**config.mk**
```make
export PLATFORM = sky130hd
export DESIGN_NAME = ivu_top
export DESIGN_NICKNAME = d
export VERILOG_FILES = /design/src/verilog/ivu_edge_detect.v /design/src/verilog/ivu_top.v
export VERILOG_INCLUDE_DIRS = /design/src /design/src/inc
export SDC_FILE = /design/constraint.sdc
export NUM_CORES = 2
export LEC_CHECK = 0
export BUFFER_PORTS_ARGS = -buffer_cell sky130_fd_sc_hd__buf_2
export CORE_AREA = 8 8 601 603
export CTS_BUF_LIST = sky130_fd_sc_hd__clkbuf_2
export CTS_CLUSTER_SIZE = 8
export DETAILED_ROUTE_END_ITERATION = 7
export DIE_AREA = 0 0 609 611
export GPL_TIMING_DRIVEN = 0
export PLACE_DENSITY = 0.3
export SLEW_MARGIN = 20
export SYNTH_ARGS = -nofsm -noshare
export SYNTH_HDL_FRONTEND = slang
export SYNTH_HIERARCHICAL = 1
export SYNTH_SLANG_ARGS = --single-unit
```
**constraint.sdc**
```tcl
create_clock -name sys_clk_i -period 64.3 [get_ports sys_clk_i]
set_clock_uncertainty 0.05 [all_clocks]
set_input_delay 12.86 -clock sys_clk_i [delete_from_list [all_inputs] [get_ports sys_clk_i]]
set_output_delay 12.86 -clock sys_clk_i [all_outputs]
set_load 0.01 [all_outputs]
```
**src/inc/ivu_defs.vh**
```
`ifndef IVU_DEFS_VH
`define IVU_DEFS_VH

// request channels and their fields
`define IVU_NUM_CH       32
`define IVU_CH_IDX_W     5
`define IVU_PRIO_W       4
`define IVU_ADDR_W       32

// channel that carries external_interrupt_three and the merged pin edges
`define IVU_EXT3_CH      5'h11

// edge-capable port pins (two ports together)
`define IVU_NUM_PINS     42

// reset values
`define IVU_RST_STATUS   32'h0000_0000
`define IVU_RST_ADDR     32'h0000_0000
`define IVU_RST_CH       5'h00
`define IVU_RST_PINS     42'h000_0000_0000
`define IVU_RST_FILL     2'h0

// enabled edges after reset before the synchroniser holds real pin levels
`define IVU_SYNC_FILL    2'h3

`endif

```
**src/verilog/ivu_edge_detect.v**
```verilog
`timescale 1ns/1ps
`include "ivu_defs.vh"

module ivu_edge_detect
(
	// clock and reset
	input  wire                       sys_clk_i,
	input  wire                       resetn_i,
	input  wire                       clk_en_i,
	// pins from outside the clock domain
	input  wire [`IVU_NUM_PINS-1:0]   pin_i,
	// per-pin edge selection
	input  wire [`IVU_NUM_PINS-1:0]   rise_en_i,
	input  wire [`IVU_NUM_PINS-1:0]   fall_en_i,
	// one-cycle clear of captured edges
	input  wire [`IVU_NUM_PINS-1:0]   clear_i,
	// captured edge flags
	output reg  [`IVU_NUM_PINS-1:0]   flag_o
);

	reg  [`IVU_NUM_PINS-1:0]   sync1_reg;
	reg  [`IVU_NUM_PINS-1:0]   sync2_reg;
	reg  [`IVU_NUM_PINS-1:0]   sync3_reg;
	reg  [`IVU_NUM_PINS-1:0]   level_reg;
	reg  [`IVU_NUM_PINS-1:0]   level_next;
	reg  [`IVU_NUM_PINS-1:0]   flag_next;
	wire [`IVU_NUM_PINS-1:0]   rise_w;
	wire [`IVU_NUM_PINS-1:0]   fall_w;
	reg  [1:0]                 fill_reg;
	wire                       primed_w;

	// a change is accepted once the second and third stages agree
	always @*
	begin
		level_next = (sync2_reg & ~(sync2_reg ^ sync3_reg)) |
			(level_reg & (sync2_reg ^ sync3_reg));
	end

	// no edges until the level tracker has loaded the real pin level, so an idle-high pin
	// does not look like a rising edge after reset
	assign primed_w = (fill_reg == `IVU_SYNC_FILL);
	assign rise_w   = level_next & ~level_reg & {`IVU_NUM_PINS{primed_w}};
	assign fall_w   = ~level_next & level_reg & {`IVU_NUM_PINS{primed_w}};

	// set wins over clear in the same cycle
	always @*
	begin
		flag_next = (flag_o & ~clear_i) | (rise_w & rise_en_i) | (fall_w & fall_en_i);
	end

	always @(posedge sys_clk_i or negedge resetn_i)
	begin
		if (!resetn_i)
		begin
			sync1_reg <= `IVU_RST_PINS;
			sync2_reg <= `IVU_RST_PINS;
			sync3_reg <= `IVU_RST_PINS;
			level_reg <= `IVU_RST_PINS;
			flag_o    <= `IVU_RST_PINS;
			fill_reg  <= `IVU_RST_FILL;
		end
		else if (clk_en_i)
		begin
			sync1_reg <= pin_i;
			sync2_reg <= sync1_reg;
			sync3_reg <= sync2_reg;
			flag_o    <= flag_next;
			if (primed_w)
			begin
				level_reg <= level_next;
			end
			else
			begin
				level_reg <= sync2_reg;
				fill_reg  <= fill_reg + 2'h1;
			end
		end
	end

endmodule // ivu_edge_detect

```
**src/verilog/ivu_top.v**
```verilog
// Operation
// - Thirty-two request inputs are accepted and each is placed in the fast or vectored class by its select bit.
// - Fast-class requests outrank every vectored request and never enter vectored arbitration.
// - The fast line is the OR of all enabled requests in the fast class.
// - A status word shows which enabled fast-class sources are requesting, as registered at the last enabled clock edge.
// - Each vectored request has a run-time programmable priority.
// - Among equal-priority vectored requests the lowest-numbered channel wins.
// - The normal line is the OR of all enabled requests in the vectored class.
// - A vector address output gives the service-routine address of the winning vectored request.
// - Each of the 42 port pins may request on a rising edge, a falling edge or both.
// - Pin edge requests are ORed and merged into the external_interrupt_three channel.
`timescale 1ns/1ps
`include "ivu_defs.vh"

module ivu_top
(
	// clock, reset and clock enable
	input  wire                                     sys_clk_i,
	input  wire                                     resetn_i,
	input  wire                                     clk_en_i,
	// peripheral request lines, one per peripheral
	input  wire [`IVU_NUM_CH-1:0]                   irq_req_i,
	// channel configuration
	input  wire [`IVU_NUM_CH-1:0]                   int_enable_i,
	input  wire [`IVU_NUM_CH-1:0]                   fast_select_i,
	input  wire [`IVU_NUM_CH*`IVU_PRIO_W-1:0]       prio_i,
	input  wire [`IVU_NUM_CH*`IVU_ADDR_W-1:0]       vect_addr_i,
	input  wire [`IVU_ADDR_W-1:0]                   default_addr_i,
	// edge-capable port pins
	input  wire [`IVU_NUM_PINS-1:0]                 port_pin_i,
	input  wire [`IVU_NUM_PINS-1:0]                 pin_rise_en_i,
	input  wire [`IVU_NUM_PINS-1:0]                 pin_fall_en_i,
	input  wire [`IVU_NUM_PINS-1:0]                 pin_clear_i,
	// processor core requests
	output reg                                      fast_interrupt_line_o,
	output reg                                      normal_interrupt_line_o,
	// service software view
	output reg  [`IVU_NUM_CH-1:0]                   fast_status_o,
	output reg  [`IVU_ADDR_W-1:0]                   vector_addr_o,
	output reg  [`IVU_CH_IDX_W-1:0]                 vector_channel_o,
	output reg                                      vector_valid_o,
	output reg  [`IVU_NUM_PINS-1:0]                 pin_edge_status_o
);

	wire [`IVU_NUM_PINS-1:0]    pin_flag_w;
	reg  [`IVU_NUM_CH-1:0]      req_merged;
	reg  [`IVU_NUM_CH-1:0]      active;
	reg  [`IVU_NUM_CH-1:0]      fast_act;
	reg  [`IVU_NUM_CH-1:0]      norm_act;
	reg                         found_next;
	reg  [`IVU_CH_IDX_W-1:0]    win_next;
	reg  [`IVU_PRIO_W-1:0]      best_prio;
	reg  [`IVU_ADDR_W-1:0]      addr_next;
	integer                     i;

	// priority field of one channel, 0 is most urgent
	function [`IVU_PRIO_W-1:0] prio_of;
		input [`IVU_NUM_CH*`IVU_PRIO_W-1:0] vec;
		input integer                        ch;
		begin
			prio_of = vec[ch*`IVU_PRIO_W +: `IVU_PRIO_W];
		end
	endfunction

	// service address of one channel
	function [`IVU_ADDR_W-1:0] addr_of;
		input [`IVU_NUM_CH*`IVU_ADDR_W-1:0] vec;
		input [`IVU_CH_IDX_W-1:0]            ch;
		begin
			addr_of = vec[ch*`IVU_ADDR_W +: `IVU_ADDR_W];
		end
	endfunction

	ivu_edge_detect u_edge
	(
		.sys_clk_i (sys_clk_i),
		.resetn_i  (resetn_i),
		.clk_en_i  (clk_en_i),
		.pin_i     (port_pin_i),
		.rise_en_i (pin_rise_en_i),
		.fall_en_i (pin_fall_en_i),
		.clear_i   (pin_clear_i),
		.flag_o    (pin_flag_w)
	);

	// classify enabled requests
	always @*
	begin
		req_merged = irq_req_i;
		req_merged[`IVU_EXT3_CH] = irq_req_i[`IVU_EXT3_CH] | (|pin_flag_w);
		active   = req_merged & int_enable_i;
		fast_act = active & fast_select_i;
		norm_act = active & ~fast_select_i;
	end

	// vectored arbitration: strict less-than keeps the lowest channel on ties
	always @*
	begin
		found_next = 1'b0;
		win_next   = `IVU_RST_CH;
		best_prio  = {`IVU_PRIO_W{1'b1}};
		for (i = 0; i < `IVU_NUM_CH; i = i + 1)
		begin
			if (norm_act[i] && (!found_next || prio_of(prio_i, i) < best_prio))
			begin
				found_next = 1'b1;
				win_next   = i[`IVU_CH_IDX_W-1:0];
				best_prio  = prio_of(prio_i, i);
			end
		end
		if (found_next)
		begin
			addr_next = addr_of(vect_addr_i, win_next);
		end
		else
		begin
			addr_next = default_addr_i;
		end
	end

	always @(posedge sys_clk_i or negedge resetn_i)
	begin
		if (!resetn_i)
		begin
			fast_interrupt_line_o   <= 1'b0;
			normal_interrupt_line_o <= 1'b0;
			fast_status_o           <= `IVU_RST_STATUS;
			vector_addr_o           <= `IVU_RST_ADDR;
			vector_channel_o        <= `IVU_RST_CH;
			vector_valid_o          <= 1'b0;
			pin_edge_status_o       <= `IVU_RST_PINS;
		end
		else if (clk_en_i)
		begin
			fast_interrupt_line_o   <= |fast_act;
			normal_interrupt_line_o <= |norm_act;
			fast_status_o           <= fast_act;
			vector_addr_o           <= addr_next;
			vector_channel_o        <= win_next;
			vector_valid_o          <= found_next;
			pin_edge_status_o       <= pin_flag_w;
		end
	end

endmodule // ivu_top

```
==> impl_metrics.csv <==
group,metric,value,unit
synth,synth_area,0.03152,mm²
timing,finalSetupViolCount,0,
route,num_vias,43560,
finish,nets,7106,
floorplanning,core-area,0.3513,mm²
clocking,numClockSinks,326,
clocking,cts_max_level,3,
synth,async_flop_share,100.0,%
worst_setup_path,slowest_delay,0.86,ns
floorplanning,die_h,611,µm
outcome,status,"complete, no violations",
global_routing,top_usage_layer,"met2",
timing,drv_slew,0,
route,dr.pass1.iters,5,
worst_setup_path,rr_worst_depth,127,
worst_setup_path,crit_path_top_delay_cell,"a311oi_2",
worst_setup_path,r2r_slack,36.99,ns
route,via_per_inst,4.118,
worst_setup_path,start_kind,"input pin",
global_routing,grt_overflow,0,
synth,synth-edff-count,0,
worst_setup_path,cp.required,65.67,ns
worst_setup_path,cp.arrival,62.83,ns
clocking,cts_tree,"yes",
route,wirelength,413.6,mm
timing,hold_violations,0,
clocking,clockBufferDepth,4,
global_routing,grt_usage,21.00,%
floorplanning,start_util,8.971,%
min_path,min_from,"u_edge/sync1_reg[28]$_DFFE_PN0P_",
placement,dp_hpwl,371.8,mm
floorplanning,num_rows,218,
min_path,min_delay_path_depth,1,
placement,routabilityCongestion,0.9838,
worst_setup_path,critPathBufInv,37,
power_and_ir_drop,p_per_area,54.58,mW/mm²
synth,synth.net_count,5331,
timing,tightest_slew,1.331,ns
synth,synthFlopType,"dfrtp_1",
clocking,cts_buffers,115,
min_path,min_to,"u_edge/sync2_reg[28]$_DFFE_PN0P_",
timing,fin_crit_sh,95.58,%
floorplanning,ios,1565,
synth,avgSynthCellArea,8.199,µm²
finish,syn_to_final_growth,56.35,%
global_routing,first_global_vias,41500,
finish,utilization,14.03,%
placement,portBuffers,1561,
worst_setup_path,end_kind,"flop",
route,drtIter0Drc,4072,
worst_setup_path,rr_endpoint,"vector_addr_o[27]$_DFFE_PN0P_",
route,final_antenna_net_count,0,
worst_setup_path,worstPathMaxFanout,10,
global_routing,gr-usage-met1,25.23,%
floorplanning,die_w,609,µm
floorplanning,die_area,0.3721,mm²
synth,synth_cells,3844,
timing,fin_crit,61.46,ns
global_routing,antenna_found_initial,486,
min_path,hp-class,"reg -> reg",
timing,max_slew_margin,10.56,%
synth,ys_seq_area_share,25.88,%
route,drc,0,
worst_setup_path,crit_family,"compound AO/OA/AOI/OAI gates",
clocking,cts-root-buf,"clkbuf_2",
global_routing,grt_max_degree,82,
synth,ys_ff_latch,326,
worst_setup_path,critPathKind,"in -> reg",
synth,synth_cell_types,124,
global_routing,grtUsageMet2,32.92,%
power_and_ir_drop,p_leak,0.02165,µW
job,maxCapViolCount,0,
finish,drive_above_1_share,45.84,%
timing,max_clock_freq,16.27,MHz
worst_setup_path,reg2reg_from,"u_edge/flag_o[4]$_DFFE_PN0P_",
synth,yosysWarnings,6,
global_routing,grt_pass1_wl,503.4,mm
timing,hold-worst-slack,0.1933,ns
power_and_ir_drop,peakVddDrop,0.00002526,V
route,drt-wirelength-per-cell,39.10,µm
clocking,clk_pin_slew,0.10,ns
clocking,clk-insertion-delay-late,1.55,ns
global_routing,grt_use_met3,11.34,%
[layout make-up]
| class | instances | area (µm²) |
|---|---|---|
| inverter | 133 | 499.2 |
| multi-input combinational | 3154 | 22850 |
| clock buffer | 153 | 765.7 |
| sequential | 326 | 8158 |
| antenna | 261 | 653.1 |
| buffer | 229 | 1483 |
| clock inverter | 41 | 196.4 |
| tap | 4620 | 5781 |
| timing repair buffer | 1660 | 8890 |
| fill | 40770 | 302000 |
[routing by layer]
layer / share of wire [%] / wire [µm] / up-vias
li1: - / - / 18410
met1: 41 / 168000 / 21520
met2: 44 / 181100 / 2503
met3: 12 / 51360 / 888
met4: 2.8 / 11520 / 232
met5: 0.37 / 1532 / -
[repair_timing]
item                                    CTS  global route
endpoints found under the setup margin   37            37
gates cloned                              0             2
pin swaps                                30            53
setup buffers                            18            44
resized for setup                       123           202
hold buffers                              0             0
[power by group]
part           switching [µW]  internal [µW]  total [µW]
clock network             124           69.1         193
registers                42.4            253         296
logic                    1540            660        2200
[worst reg2reg max path: cells and delay by family, from the launching register on]
family	cells	cell delay [ns]
muxes	9	2.84
adders and majority gates	14	3.77
and+or+nand+nor	35	6.45
DFF	1	0.44
AOI/OAI and AO/OA	53	11.56
buffers and inverters	16	2.14
[cell usage in the layout, fill, tap and decap left out, types with 26 or more instances in the layout]
cell,synthesis,layout
and2_1,40,39
a21o_1,28,26
inv_1,132,132
diode_2,0,261
buf_4,17,92
a221oi_1,51,36
mux2i_1,178,161
ha_1,36,31
a211oi_1,30,26
clkbuf_2,0,201
nand4_1,34,34
buf_6,31,37
o21ai_0,182,162
nand2b_1,111,110
a221oi_2,32,46
mux2_2,259,256
nand3_1,99,98
and3_1,57,56
clkinv_1,0,30
buf_2,69,1617
o221ai_1,58,50
nor3_2,32,37
a31oi_1,99,96
o22ai_1,39,35
and4b_1,34,34
o211ai_1,48,48
nor2_1,260,247
dfrtp_1,326,326
nand2_1,633,627
clkbuf_1,102,45
nor3_1,65,57
a21oi_1,145,136
[worst max-delay path by stage]
stage	slack [ns]	cells after the start	startpoint	endpoint
after floorplan	5.60	259	fast_select_i[0]	vector_addr_o[27]$_DFFE_PN0P_
after global placement	-9.66	259	fast_select_i[0]	vector_addr_o[16]$_DFFE_PN0P_
after detailed placement	-7.95	258	fast_select_i[0]	vector_addr_o[2]$_DFFE_PN0P_
after CTS	0.02	264	fast_select_i[0]	vector_addr_o[20]$_DFFE_PN0P_
after global routing	-0.19	267	fast_select_i[0]	vector_addr_o[11]$_DFFE_PN0P_
final	2.84	262	fast_select_i[0]	vector_addr_o[27]$_DFFE_PN0P_
[cells in the mapped netlist (all sizes together) (35+ instances only)]
| cell | instances | area [µm²] |
|---|---|---|
| a31oi | 101 | 661.9 |
| clkbuf | 102 | 382.9 |
| and2 | 40 | 250.2 |
| a21oi | 152 | 787.0 |
| nor3 | 97 | 645.6 |
| nand3 | 102 | 525.5 |
| buf | 130 | 882.1 |
| dfrtp | 326 | 8158 |
| a221oi | 83 | 927.1 |
| a211oi | 35 | 295.3 |
| mux2i | 178 | 1782 |
| nand2b | 111 | 694.4 |
| mux2 | 277 | 3127 |
| inv | 133 | 499.2 |
| and3 | 57 | 356.6 |
| ha | 36 | 450.4 |
| o21ai | 198 | 994.7 |
| nand2 | 633 | 2376 |
| nor2 | 264 | 1011 |
| o22ai | 40 | 256.5 |
| o211ai | 48 | 360.4 |
| o221ai | 59 | 523.0 |
[through the flow]
stage	setup TNS, ns	instance area [µm²]	total power, µW	std cells	worst slack (ns)
2_1_floorplan	0	31520	1213	3844	5.598
3_3_place_gp	-300.24	45110	2312	10030	-9.663
3_5_place_dp	-273.48	45850	2362	10060	-7.950
4_1_cts	0	47530	2632	10270	0.02440
5_1_grt	-3.992	48830	2785	10400	-0.1907
6_report	0	49270	2689	10580	2.843
[logic make-up (layout without fill, tap and decap cells)]
group                      Yosys count  count (layout)  share of synthesized area, %
buffers and inverters              365            2216                         5.598
and+or+nand+nor                   1511            1512                         23.52
other                                0             261                             0
AOI/OAI and AO/OA                 1117            1117                         26.96
adders and majority gates           50              50                         1.882
DFF                                326             326                         25.88
xor gates and xnor gates            20              20                        0.5796
muxes                              455             455                         15.57
Note: power is estimated with default switching activity, not from simulation.
